File: src/verilog/sclks_pkg.sv
// Constants and types for the system clock source selector
package sclks_pkg;

    // ==================================================================
    // Register map (8-bit data, word index equals address)
    // ==================================================================
    localparam logic [1:0] ADDR_SRC_SEL   = 2'h0;
    localparam logic [1:0] ADDR_RC_TRIM   = 2'h1;
    localparam logic [1:0] ADDR_STATUS    = 2'h2;
    localparam logic [1:0] ADDR_EXT_IRQ   = 2'h3;

    // Dynamic source select register fields
    localparam int FLD_SRC_LSB     = 0;
    localparam int FLD_SUT_LSB     = 4;
    localparam int FLD_DIV8_BIT    = 6;
    // Status register fields
    localparam int FLD_BUSY_BIT    = 0;
    localparam int FLD_RUN_BIT     = 1;
    localparam int FLD_REFUSED_BIT = 2;
    localparam int FLD_DIV8_ST_BIT = 3;
    // External interrupt register field
    localparam int FLD_IRQ_BIT     = 0;

    // ==================================================================
    // Source select codes
    // ==================================================================
    localparam logic [3:0] CODE_EXT_CLK   = 4'h0;
    localparam logic [3:0] CODE_RC_8M     = 4'h2;
    localparam logic [3:0] CODE_WDT_128K  = 4'h3;
    localparam logic [1:0] CODE_LFX_TOP   = 2'h1;
    localparam logic [3:0] RST_SRC_CODE   = 4'h2;

    // Start-up select codes
    localparam logic [1:0] SUT_SHORT      = 2'h0;
    localparam logic [1:0] SUT_MID        = 2'h1;
    localparam logic [1:0] SUT_LONG       = 2'h2;
    localparam logic [1:0] SUT_RSVD       = 2'h3;
    localparam logic [1:0] RST_SUT        = 2'h2;

    // Fuse level meaning
    localparam logic       FUSE_PROGRAMMED = 1'b0;

    // ==================================================================
    // Timing counts, in cycles of the timing source
    // ==================================================================
    localparam logic [15:0] CK_RC_START    = 16'h0006;
    localparam logic [15:0] CK_RESET_ADD   = 16'h000E;
    localparam logic [15:0] CK_XTAL_FAST   = 16'h0102;
    localparam logic [15:0] CK_OSC_MID     = 16'h0400;
    localparam logic [15:0] WDT_SHORT_CYC  = 16'h0200;
    localparam logic [15:0] WDT_LONG_CYC   = 16'h2000;
    localparam logic [15:0] XTAL_SLOW_CYC  = 16'h4000;
    localparam logic [15:0] LFX_SLOW_CYC   = 16'h8000;
    localparam logic [2:0]  DIV8_LAST      = 3'h7;
    localparam logic [7:0]  RST_TRIM       = 8'h00;

    // Sleep modes
    localparam logic [1:0]  MODE_ACTIVE    = 2'h0;
    localparam logic [1:0]  MODE_IDLE      = 2'h1;
    localparam logic [1:0]  MODE_ADC_NR    = 2'h2;
    localparam logic [1:0]  MODE_PWR_DOWN  = 2'h3;

    // Oscillator kinds
    typedef enum logic [2:0] {
        OSC_EXT, OSC_RC, OSC_WDT, OSC_LFX, OSC_XTAL, OSC_NONE
    } sclks_osc_e;

    typedef enum logic [2:0] {
        ST_CAPTURE, ST_START, ST_RST_WDT, ST_RST_CK, ST_RUN, ST_WAKE, ST_SWITCH
    } sclks_state_e;

endpackage : sclks_pkg

File: src/verilog/sclks_top.sv
// System clock source selection, start-up timing and domain enables
`timescale 1ns/1ns
module sclks_top #(
    parameter logic [15:0] P_WDT_LONG_CYC  = sclks_pkg::WDT_LONG_CYC,
    parameter logic [15:0] P_XTAL_SLOW_CYC = sclks_pkg::XTAL_SLOW_CYC,
    parameter logic [15:0] P_LFX_SLOW_CYC  = sclks_pkg::LFX_SLOW_CYC
) (
    input  wire logic       i_clk,
    input  wire logic       i_nrst,
    input  wire logic [3:0] i_source_select_fuses,
    input  wire logic [1:0] i_startup_select_fuses,
    input  wire logic       i_divide_by_eight_fuse,
    input  wire logic       i_reset_pin_disable_fuse,
    input  wire logic [7:0] i_factory_trim,
    input  wire logic       i_tick_ext,
    input  wire logic       i_tick_rc,
    input  wire logic       i_tick_wdt,
    input  wire logic       i_tick_lfx,
    input  wire logic       i_tick_xtal,
    input  wire logic       i_async_from_ext,
    input  wire logic [1:0] i_sleep_mode,
    input  wire logic       i_ext_irq,
    input  wire logic [1:0] i_addr,
    input  wire logic [7:0] i_wdata,
    input  wire logic       i_wr,
    input  wire logic       i_rd,
    output logic      [7:0] o_rdata,
    output logic      [7:0] o_rc_trim,
    output logic      [4:0] o_osc_enable,
    output logic            o_core_clk_en,
    output logic            o_peripheral_clk_en,
    output logic            o_program_memory_clk_en,
    output logic            o_converter_clk_en,
    output logic            o_async_timer_clk_en,
    output logic            o_wdt_clk_en,
    output logic            o_cpu_run,
    output logic            o_ext_irq_flag
);

    // ==================================================================
    // Elaboration checks
    // ==================================================================
    if (P_WDT_LONG_CYC == 16'h0000 || P_XTAL_SLOW_CYC == 16'h0000 || P_LFX_SLOW_CYC == 16'h0000) begin : g_bad_counts
        $error("sclks_top: start-up counts must be nonzero");
    end

    // ==================================================================
    // Functions
    // ==================================================================
    // Source code decode
    function automatic sclks_pkg::sclks_osc_e osc_of(input logic [3:0] code);
        if (code == sclks_pkg::CODE_EXT_CLK) begin
            osc_of = sclks_pkg::OSC_EXT;
        end else if (code == sclks_pkg::CODE_RC_8M) begin
            osc_of = sclks_pkg::OSC_RC;
        end else if (code == sclks_pkg::CODE_WDT_128K) begin
            osc_of = sclks_pkg::OSC_WDT;
        end else if (code[3:2] == sclks_pkg::CODE_LFX_TOP) begin
            osc_of = sclks_pkg::OSC_LFX;
        end else if (code[3]) begin
            osc_of = sclks_pkg::OSC_XTAL;
        end else begin
            osc_of = sclks_pkg::OSC_NONE;
        end
    endfunction : osc_of

    function automatic logic tick_of(input logic [3:0] code, input logic [4:0] ticks);
        sclks_pkg::sclks_osc_e k;
        k = osc_of(code);
        tick_of = (k == sclks_pkg::OSC_NONE) ? 1'b0 : ticks[k];
    endfunction : tick_of

    // Short start-up refused with the reset pin disabled
    function automatic logic [1:0] legal_sut(input logic [1:0] startup_select_fuses, input logic rpd_fuse);
        legal_sut = startup_select_fuses;
        if (startup_select_fuses == sclks_pkg::SUT_SHORT && rpd_fuse == sclks_pkg::FUSE_PROGRAMMED) begin
            legal_sut = sclks_pkg::SUT_MID;
        end
    endfunction : legal_sut

    // Start-up count in cycles of the selected source
    function automatic logic [15:0] start_cnt(input logic [3:0] code, input logic [1:0] startup_select_fuses);
        start_cnt = sclks_pkg::CK_RC_START;
        unique case (osc_of(code))
            sclks_pkg::OSC_LFX: begin
                start_cnt = (startup_select_fuses == sclks_pkg::SUT_LONG) ? P_LFX_SLOW_CYC : sclks_pkg::CK_OSC_MID;
            end
            sclks_pkg::OSC_XTAL: begin
                if (code[0]) begin
                    start_cnt = (startup_select_fuses == sclks_pkg::SUT_SHORT) ? sclks_pkg::CK_OSC_MID : P_XTAL_SLOW_CYC;
                end else if (startup_select_fuses[1]) begin
                    start_cnt = sclks_pkg::CK_OSC_MID;
                end else begin
                    start_cnt = sclks_pkg::CK_XTAL_FAST;
                end
            end
            // RC, watchdog and external clock start in 6 CK
            default: begin
                start_cnt = sclks_pkg::CK_RC_START;
            end
        endcase
    endfunction : start_cnt

    // Watchdog oscillator cycles added after reset
    function automatic logic [15:0] reset_wdt_cnt(input logic [1:0] startup_select_fuses);
        unique case (startup_select_fuses)
            sclks_pkg::SUT_SHORT: reset_wdt_cnt = 16'h0000;
            sclks_pkg::SUT_MID:   reset_wdt_cnt = sclks_pkg::WDT_SHORT_CYC;
            default:              reset_wdt_cnt = P_WDT_LONG_CYC;
        endcase
    endfunction : reset_wdt_cnt

    // ==================================================================
    // State
    // ==================================================================
    typedef struct packed {
        sclks_pkg::sclks_state_e st;
        logic [15:0]             cnt;
        logic [3:0]              src;
        logic [1:0]              startup_select_fuses;
        logic [3:0]              act_src;
        logic                    div8;
        logic [2:0]              pre;
        logic                    refused;
        logic                    irq;
        logic [7:0]              trim;
        logic [1:0]              last_mode;
        logic [7:0]              rdata;
        logic [4:0]              osc_en;
        logic                    core_en;
        logic                    io_en;
        logic                    flash_en;
        logic                    adc_en;
        logic                    asy_en;
        logic                    wdt_en;
        logic                    run;
    } sclks_state_s;

    sclks_state_s state_q;
    sclks_state_s state_d;

    logic [4:0] ticks;
    assign ticks = {i_tick_xtal, i_tick_lfx, i_tick_wdt, i_tick_rc, i_tick_ext};

    // ==================================================================
    // Next state
    // ==================================================================
    always_comb begin
        logic        act_tick;
        logic        new_tick;
        logic        sys_tick;
        logic        running;
        logic        wr_sel;
        logic [1:0]  mode;
        state_d  = state_q;
        sys_tick = 1'b0;
        running  = 1'b0;
        act_tick = tick_of(state_q.act_src, ticks);
        new_tick = tick_of(state_q.src, ticks);
        mode     = i_sleep_mode;
        wr_sel   = i_wr && i_addr == sclks_pkg::ADDR_SRC_SEL;
        state_d.last_mode = mode;

        unique case (state_q.st)
            // Catch fuse values after reset release
            sclks_pkg::ST_CAPTURE: begin
                state_d.src     = i_source_select_fuses;
                state_d.act_src = i_source_select_fuses;
                if (osc_of(i_source_select_fuses) == sclks_pkg::OSC_NONE) begin
                    state_d.src     = sclks_pkg::RST_SRC_CODE;
                    state_d.act_src = sclks_pkg::RST_SRC_CODE;
                end
                state_d.startup_select_fuses = legal_sut(i_startup_select_fuses, i_reset_pin_disable_fuse);
                if (i_startup_select_fuses == sclks_pkg::SUT_RSVD) begin
                    state_d.startup_select_fuses = sclks_pkg::SUT_LONG;
                end
                // Programmed fuse reads as 0 and selects divide by 8
                state_d.div8 = i_divide_by_eight_fuse == sclks_pkg::FUSE_PROGRAMMED;
                state_d.trim = i_factory_trim;
                state_d.cnt  = start_cnt(state_d.act_src, state_d.startup_select_fuses) - 16'h0001;
                state_d.st   = sclks_pkg::ST_START;
            end
            sclks_pkg::ST_START: begin
                if (act_tick) begin
                    state_d.cnt = state_q.cnt - 16'h0001;
                    if (state_q.cnt == 16'h0000) begin
                        state_d.cnt = reset_wdt_cnt(state_q.startup_select_fuses) - 16'h0001;
                        state_d.st  = (state_q.startup_select_fuses == sclks_pkg::SUT_SHORT) ?
                                      sclks_pkg::ST_RST_CK : sclks_pkg::ST_RST_WDT;
                        if (state_q.startup_select_fuses == sclks_pkg::SUT_SHORT) begin
                            state_d.cnt = sclks_pkg::CK_RESET_ADD - 16'h0001;
                        end
                    end
                end
            end
            // Reset time-out timed by the watchdog oscillator
            sclks_pkg::ST_RST_WDT: begin
                if (i_tick_wdt) begin
                    state_d.cnt = state_q.cnt - 16'h0001;
                    if (state_q.cnt == 16'h0000) begin
                        state_d.cnt = sclks_pkg::CK_RESET_ADD - 16'h0001;
                        state_d.st  = sclks_pkg::ST_RST_CK;
                    end
                end
            end
            // Final 14 CK of the reset delay
            sclks_pkg::ST_RST_CK: begin
                if (act_tick) begin
                    state_d.cnt = state_q.cnt - 16'h0001;
                    if (state_q.cnt == 16'h0000) begin
                        state_d.st = sclks_pkg::ST_RUN;
                    end
                end
            end
            sclks_pkg::ST_RUN: begin
                // Leaving power-down restarts the active source
                if (state_q.last_mode == sclks_pkg::MODE_PWR_DOWN && mode != sclks_pkg::MODE_PWR_DOWN) begin
                    state_d.cnt = start_cnt(state_q.act_src, state_q.startup_select_fuses) - 16'h0001;
                    state_d.st  = sclks_pkg::ST_WAKE;
                end else if (wr_sel) begin
                    state_d.div8 = i_wdata[sclks_pkg::FLD_DIV8_BIT];
                    if (osc_of(i_wdata[sclks_pkg::FLD_SRC_LSB +: 4]) == sclks_pkg::OSC_NONE) begin
                        state_d.refused = 1'b1;
                    end else begin
                        state_d.src = i_wdata[sclks_pkg::FLD_SRC_LSB +: 4];
                        state_d.startup_select_fuses = legal_sut(i_wdata[sclks_pkg::FLD_SUT_LSB +: 2], i_reset_pin_disable_fuse);
                        state_d.cnt = start_cnt(state_d.src, state_d.startup_select_fuses) - 16'h0001;
                        state_d.st  = sclks_pkg::ST_SWITCH;
                    end
                end
            end
            sclks_pkg::ST_WAKE: begin
                if (act_tick) begin
                    state_d.cnt = state_q.cnt - 16'h0001;
                    if (state_q.cnt == 16'h0000) begin
                        state_d.st = sclks_pkg::ST_RUN;
                    end
                end
            end
            // Old source keeps running until the new one has started
            sclks_pkg::ST_SWITCH: begin
                if (new_tick) begin
                    state_d.cnt = state_q.cnt - 16'h0001;
                    if (state_q.cnt == 16'h0000) begin
                        state_d.act_src = state_q.src;
                        state_d.pre     = 3'h0;
                        state_d.st      = sclks_pkg::ST_RUN;
                    end
                end
            end
        endcase

        if (wr_sel && state_q.st != sclks_pkg::ST_RUN) begin
            state_d.refused = 1'b1;
        end

        // Trim register writable in every state except ST_CAPTURE
        if (i_wr && i_addr == sclks_pkg::ADDR_RC_TRIM && state_q.st != sclks_pkg::ST_CAPTURE) begin
            state_d.trim = i_wdata;
        end
        // Refused flag cleared by writing one, new refusal wins
        if (i_wr && i_addr == sclks_pkg::ADDR_STATUS && i_wdata[sclks_pkg::FLD_REFUSED_BIT] && !(wr_sel)) begin
            state_d.refused = 1'b0;
        end
        // External interrupt caught regardless of clock domain state
        if (i_wr && i_addr == sclks_pkg::ADDR_EXT_IRQ && i_wdata[sclks_pkg::FLD_IRQ_BIT]) begin
            state_d.irq = 1'b0;
        end
        if (i_ext_irq) begin
            state_d.irq = 1'b1;
        end

        if (act_tick) begin
            state_d.pre = (state_d.st == sclks_pkg::ST_SWITCH || state_q.st == state_d.st) ?
                          state_q.pre + 3'h1 : state_d.pre;
        end
        sys_tick = act_tick && (!state_q.div8 || state_q.pre == sclks_pkg::DIV8_LAST);
        running  = state_q.st == sclks_pkg::ST_RUN || state_q.st == sclks_pkg::ST_SWITCH;

        state_d.run     = running;
        state_d.core_en = sys_tick && running && mode == sclks_pkg::MODE_ACTIVE;
        // Program memory clock follows the core clock
        state_d.flash_en = sys_tick && running && mode == sclks_pkg::MODE_ACTIVE;
        state_d.io_en   = sys_tick && running &&
                          (mode == sclks_pkg::MODE_ACTIVE || mode == sclks_pkg::MODE_IDLE);
        state_d.adc_en  = sys_tick && running && mode != sclks_pkg::MODE_PWR_DOWN;
        // Async timer from its own source, also while asleep
        state_d.asy_en  = i_async_from_ext ? i_tick_ext : i_tick_lfx;
        // Watchdog clock always from the watchdog oscillator
        state_d.wdt_en  = i_tick_wdt;

        state_d.osc_en = 5'h00;
        if (osc_of(state_d.act_src) != sclks_pkg::OSC_NONE && mode != sclks_pkg::MODE_PWR_DOWN) begin
            state_d.osc_en[osc_of(state_d.act_src)] = 1'b1;
        end
        if (state_d.st == sclks_pkg::ST_SWITCH) begin
            state_d.osc_en[osc_of(state_d.src)] = 1'b1;
        end
        if (state_d.st == sclks_pkg::ST_WAKE || state_d.st == sclks_pkg::ST_START) begin
            state_d.osc_en[osc_of(state_d.act_src)] = 1'b1;
        end
        state_d.osc_en[sclks_pkg::OSC_WDT] = 1'b1;
        if (i_async_from_ext) begin
            state_d.osc_en[sclks_pkg::OSC_EXT] = 1'b1;
        end else begin
            state_d.osc_en[sclks_pkg::OSC_LFX] = 1'b1;
        end

        // Read data, valid the cycle after the strobe
        state_d.rdata = 8'h00;
        if (i_rd) begin
            unique case (i_addr)
                sclks_pkg::ADDR_SRC_SEL: state_d.rdata = {1'b0, state_q.div8, state_q.startup_select_fuses, state_q.src};
                sclks_pkg::ADDR_RC_TRIM: state_d.rdata = state_q.trim;
                sclks_pkg::ADDR_STATUS:  state_d.rdata = {4'h0, state_q.div8, state_q.refused,
                                                          running, state_q.st != sclks_pkg::ST_RUN};
                sclks_pkg::ADDR_EXT_IRQ: state_d.rdata = {7'h00, state_q.irq};
            endcase
        end
    end

    // ==================================================================
    // Registers
    // ==================================================================
    always_ff @(posedge i_clk or negedge i_nrst) begin
        if (!i_nrst) begin
            state_q         <= '0;
            state_q.st      <= sclks_pkg::ST_CAPTURE;
            state_q.src     <= sclks_pkg::RST_SRC_CODE;
            state_q.act_src <= sclks_pkg::RST_SRC_CODE;
            state_q.startup_select_fuses     <= sclks_pkg::RST_SUT;
            state_q.div8    <= 1'b1;
            state_q.trim    <= sclks_pkg::RST_TRIM;
        end else begin
            state_q <= state_d;
        end
    end

    assign o_rdata                 = state_q.rdata;
    assign o_rc_trim               = state_q.trim;
    assign o_osc_enable            = state_q.osc_en;
    assign o_core_clk_en           = state_q.core_en;
    assign o_peripheral_clk_en     = state_q.io_en;
    assign o_program_memory_clk_en = state_q.flash_en;
    assign o_converter_clk_en      = state_q.adc_en;
    assign o_async_timer_clk_en    = state_q.asy_en;
    assign o_wdt_clk_en            = state_q.wdt_en;
    assign o_cpu_run               = state_q.run;
    assign o_ext_irq_flag          = state_q.irq;

endmodule : sclks_top
File: config.mk
export PLATFORM = sky130hd
export DESIGN_NAME = sclks_top
export DESIGN_NICKNAME = d
export VERILOG_FILES = /design/src/verilog/sclks_pkg.sv /design/src/verilog/sclks_top.sv
export SDC_FILE = /design/constraint.sdc
export NUM_CORES = 1
export LEC_CHECK = 0
export BUFFER_PORTS_ARGS = -buffer_cell sky130_fd_sc_hd__buf_2
export CORE_MARGIN = 2
export CORE_UTILIZATION = 57
export CTS_BUF_LIST = sky130_fd_sc_hd__clkbuf_4 sky130_fd_sc_hd__clkbuf_8
export CTS_CLUSTER_DIAMETER = 100
export CTS_CLUSTER_SIZE = 8
export DETAILED_ROUTE_END_ITERATION = 6
export GPL_TIMING_DRIVEN = 0
export PLACE_DENSITY_LB_ADDON = 0.2
export RECOVER_POWER = 25
export SLEW_MARGIN = 20
export SYNTH_ARGS = -nofsm -noshare
export SYNTH_HDL_FRONTEND = slang
export SYNTH_SLANG_ARGS = --single-unit
File: constraint.sdc
create_clock -name i_clk -period 4.6 [get_ports i_clk]
set_input_delay 0.23 -clock i_clk [delete_from_list [all_inputs] [get_ports i_clk]]
set_output_delay 0.23 -clock i_clk [all_outputs]
set_load 0.02 [all_outputs]
**Word level (Yosys, flattened, before mapping)**

Index checks and enable logic that the tools add are counted.

- Memories: 0
- Memory bits (writable): 0
- Register bits: 64
- ROM bits: 0
- Output and inout bits: 29
- Bits in latches: 0

- Add/sub/neg operators: 6
- $lt $le $gt $ge: 8
- Equal/unequal tests: 65
- Bitwise logic cells: 4
- Divide/modulo/power cells: 0
- Multipliers: 0
- Reductions and logical operators: 56
- Multiplexer cells: 141
- Shifts and indexed selects: 0

Operators by type and width:

| operator | count |
|---|---|
| 2-to-1 mux 16 bit | 16 |
| 2-to-1 mux 3 bit | 48 |
| 2-to-1 mux 19 bit | 7 |
| case mux 19 bit (6 select lines) | 1 |
| case mux 16 bit (2 select lines) | 3 |
| subtractor 16 x 1 -> 16 bit, second input constant | 5 |
| 2-to-1 mux 15 bit | 4 |
| equality test 4 x 2 -> 1 bit, second input constant | 14 |
| 2-to-1 mux 25 bit | 2 |
| equality test 3 bit, second input constant | 13 |
| 2-to-1 mux 11 bit | 3 |
| case mux 8 bit (4 select lines) | 1 |
| logical NOT 4 bit | 7 |
| 2-to-1 mux 1 bit | 28 |
| case mux 14 bit (2 select lines) | 1 |
| 2-to-1 mux 8 bit | 3 |
| logical AND 1 bit | 21 |
| equality test 2 x 1 -> 1 bit, second input constant | 10 |
| less-than comparator 3 x 4 -> 1 bit, second input constant | 5 |
| logical NOT 16 bit | 1 |
| 2-to-1 mux 2 bit | 8 |
| 2-to-1 mux 4 bit | 4 |
| equality test 3 x 2 -> 1 bit, second input constant | 5 |
| 2-to-1 mux 5 bit | 3 |
| 27 further kinds | 67 |

**Longest topological paths before layout**

- Depth in word-level cells: 41
- Mapped depth: 11
- Depth with buffers taken out: 10

**Worst setup path before layout**

OpenSTA, ideal clock, no wires.

- Path kind: register to register
- From: register state_q[46] (netlist name)
- To: register state_q[32] (netlist name)
- Arrival time: 2.448 ns
- Setup slack: 2.073 ns
- Setup time: 0.079 ns
- Data required time: 4.521 ns
- Cell stages (with the launch flop): 10
- Path through: dfrtp_1 > inv_1 > ha_1 > nor3b_4 > nand4_2 > nor2_1 > o22ai_1 > a311o_1 > a211oi_2 > mux2i_1

RTL lines:

| element | RTL line | source |
|---|---|---|
| from (decl) | sclks_top.sv:139 | `sclks_state_s state_q;` |
| from (signal assigned) | sclks_top.sv:335 | `state_q <= state_d;` |

==> results.json <==
{
  "status": "completed",
  "synthFlopType": "dfrtp_1",
  "post_drt_via_cell_ratio": 6.03,
  "synth_enable_flop_cells": 0,
  "cts.sinks": 64,
  "slew_violations": 0,
  "worstPathArrival_ns": 3.47,
  "fp.dieH_um": 88.2,
  "synth_seq_area_share_pct": 39.8,
  "finalCritPeriodShare_pct": 69.4,
  "rr_startpoint": "state_q[63]",
  "syn_inst": 451,
  "nFillCells": 587,
  "yosys-top-cells-area": "dfrtp_1 (37%), nand2_1 (4.7%), mux2i_1 (4.2%)",
  "die_area_sq_um": 7770,
  "grtUsageTotal_pct": 30.3,
  "period_minus_slack_ns": 3.19,
  "antenna_found_initial": 0,
  "drive_gt1_share_pct": 23.4,
  "clkPwrFrac_pct": 18.5,
  "drc_errors": 0,
  "ys_types": 79,
  "gp_congestion": 0.951,
  "start_kind": "flip-flop",
  "io_buffers": 66,
  "initial_core_util_pct": 59.1,
  "final-hold-violation-count": 0,
  "p_leak_nw": 2.24,
  "cellPowerDensity_nw_per_um2": 700,
  "nets": 571,
  "routed_wl_mm": 10.9,
  "avgRoutedWirePerCell_um": 17.2,
  "globalRouteOverflowTotal": 0,
  "syn_area_per_cell_sq_um": 8.95,
  "rsz0062_at_grt": "false",
  "cp.required_ns": 4.88,
  "clk_latency_ns": 0.36,
  "ys_seq_elements": 64,
  "swShare_pct": 43.8,
  "die_w_um": 88.2,
  "cts_made_buffers": 9,
  "reg2reg_slack_ns": 1.41,
  "hold_buffers": 1,
  "pwr-share-seq_pct": 30.4,
  "fin_skew_ns": 0.00734,
  "setup_violations": 0,
  "place_hpwl_mm": 8.16,
  "dr.first_iter.drc_count": 284,
  "r2r-end": "state_q[33]",
  "route.antenna.remaining_nets": 0,
  "post_cts.repair.setup_buffers": 0,
  "area_growth_pct": 17.4,
  "cts_resized": 0,
  "holdPathStages": 1,
  "p_int_mw": 1.86,
  "maxCapViolations": 0,
  "yosysTopAreaCellShare_pct": 37.2,
  "cts_tree": "yes",
  "cts-root-buf": "clkbuf_8",
  "io_pins": 68,
  "antenna_cells": 0,
  "yosysTopAreaCell": "dfrtp_1",
  "grt_max_degree": 65,
  "num_rows": 30,
  "grt_pass1_vias": 3661,
  "final_util_pct": 69.4,
  "htreeDepth": 3,
  "hold_class": "in -> reg",
  "switching_power_mw": 1.45,
  "cp_max_fo": 10,
  "vias": 3797,
  "combinationalPowerShare_pct": 51.1,
  "fin_tns_setup_ns": 0,
  "synth_warnings": 0,
  "whs_endpoint": "state_q[20]",
  "cp-end-kind": "flip-flop",
  "holdCritStartpoint": "i_sleep_mode[0]",
  "fmax_mhz": 313,
  "synth_async_sr_flop_share_pct": 100,
  "core_area_sq_um": 6830,
  "clk_pin_slew_ns": 0.07,
  "synth_area_sq_um": 4040,
  "worstMarginPinSlew_ns": 0.998,
  "grt_first_pass_wirelength_mm": 17.9,
  "relSlewSlack_pct": 33.3,
  "vdd_drop_max_uv": 438,
  "r2r_cells": 8,
  "critical_path_class": "reg -> reg",
  "pre_cts_slack_ns": 1.51,
  "syn_nets": 493,
  "finalWorstSetupSlack_ns": 1.41,
  "drt_pass1_iterations": 5,
  "cts_buffer_depth": 2
}
routing by layer:
layer | part of all wire [%] | track usage, %
met5 | 0 | 0
met2 | 45 | 47.7
met1 | 45 | 41.0
met3 | 6.9 | 6.60
met4 | 2.9 | 11.8
power groups by stage:
stage / sequential (mW) / combinational (mW) / clock, mW
3_3_place_gp: 0.999 / 1.63 / 0
4_1_cts: 1.00 / 1.68 / 0.623
6_report: 1.01 / 1.70 / 0.614
5_1_grt: 1.03 / 1.89 / 0.648
2_1_floorplan: 0.953 / 1.27 / 0
3_5_place_dp: 1.01 / 1.67 / 0
placed cells by master, fill, tap and decap left out, types with 5 or more instances in the layout:
cell type	synthesis	layout
a21o_1	7	7
clkbuf_8	0	11
inv_1	18	18
o22ai_1	7	7
nand2_1	51	51
mux2i_1	17	17
or3_1	6	6
o21ai_0	24	24
a221o_1	5	5
clkbuf_1	8	20
buf_2	3	57
a31oi_1	5	5
nand2b_1	11	11
buf_4	22	23
nor3_1	15	15
o21a_1	5	5
dfrtp_1	60	60
nand3_1	8	8
nor2_1	43	43
a21oi_1	23	23
and2_1	7	6
cell usage after synthesis, types with 3 or more instances:
library cell,number
dfrtp_1,60
buf_2,3
inv_1,18
nand2b_1,11
dfstp_2,4
a31oi_1,5
a221o_1,5
a221oi_1,3
o22ai_1,7
nand2_1,51
o221ai_1,4
mux2i_1,17
o21ai_0,24
ha_1,3
or3_1,6
buf_1,3
nor2_1,43
nor4_1,4
o21ai_1,4
o21a_1,5
or2_2,4
nand3b_1,4
o2111ai_1,3
nand4_1,4
buf_4,22
clkbuf_1,8
a21o_1,7
nand3_1,8
nor3_1,15
and2_1,7
nor2b_1,3
a211o_1,3
a21oi_1,23
logic make-up (layout without fill, tap and decap cells):
logic type / Yosys count / count (layout) / share of synthesized area, %
and+or+nand+nor: 176 / 176 / 22.4
AOI/OAI and AO/OA: 132 / 132 / 24.2
DFF: 64 / 64 / 39.8
buffers and inverters: 54 / 137 / 7.16
muxes: 20 / 20 / 5.15
adders and majority gates: 3 / 3 / 0.930
other: 1 / 1 / 0.0929
xor gates and xnor gates: 1 / 1 / 0.217
worst max-delay path, cell delays in order, from the launching register on:
cell	delay [ns]
dfrtp_1	0.36
buf_2	0.17
nor3b_1	0.83
nand4_1	0.33
nand3_1	0.21
o22ai_1	0.16
a311o_1	0.41
a211oi_2	0.41
mux2i_1	0.24
worst max-delay path by stage:
stage           startpoint     endpoint  slack (ns)  cells past startpoint
3_3_place_gp   state_q[63]  state_q[32]        1.54                      8
4_1_cts        state_q[63]  state_q[34]        1.49                      8
6_report       state_q[63]  state_q[33]        1.41                      8
5_1_grt        state_q[63]  state_q[33]        1.20                      8
2_1_floorplan  state_q[46]  state_q[32]        2.07                      9
3_5_place_dp   state_q[63]  state_q[34]        1.51                      8
through the flow:
step | instance area (sq um) | hold slack (ns) | cells | power (mW)
floorplan | 4040 | -0.0656 | 451 | 2.22
global placement | 4490 | 0.379 | 613 | 2.63
finish | 4740 | 0.0382 | 630 | 3.32
CTS | 4750 | 0.0162 | 630 | 3.30
detailed placement | 4490 | 0.368 | 613 | 2.68
global route | 4740 | 0.0226 | 630 | 3.57
sequential cells by signal, summed over array words and instances, names as in the netlist:
register	count
o_converter_clk_en	1
o_cpu_run	1
state_q	36
o_peripheral_clk_en	1
o_wdt_clk_en	1
o_rdata	8
o_program_memory_clk_en	1
o_async_timer_clk_en	1
o_rc_trim	8
o_ext_irq_flag	1
o_osc_enable	5
layout make-up:
class	count	area, sq um	share of cell area, %
plain buffers	36	221	4.67
clock buffers	11	151	3.19
clock inverters	5	103	2.16
inverters	18	67.6	1.43
multi-input cells	333	2140	45.2
flip-flops and latches	64	1610	33.9
well taps	96	120	2.53
repair buffers	67	329	6.94
No activity file was read; power rests on OpenSTA's default activity.
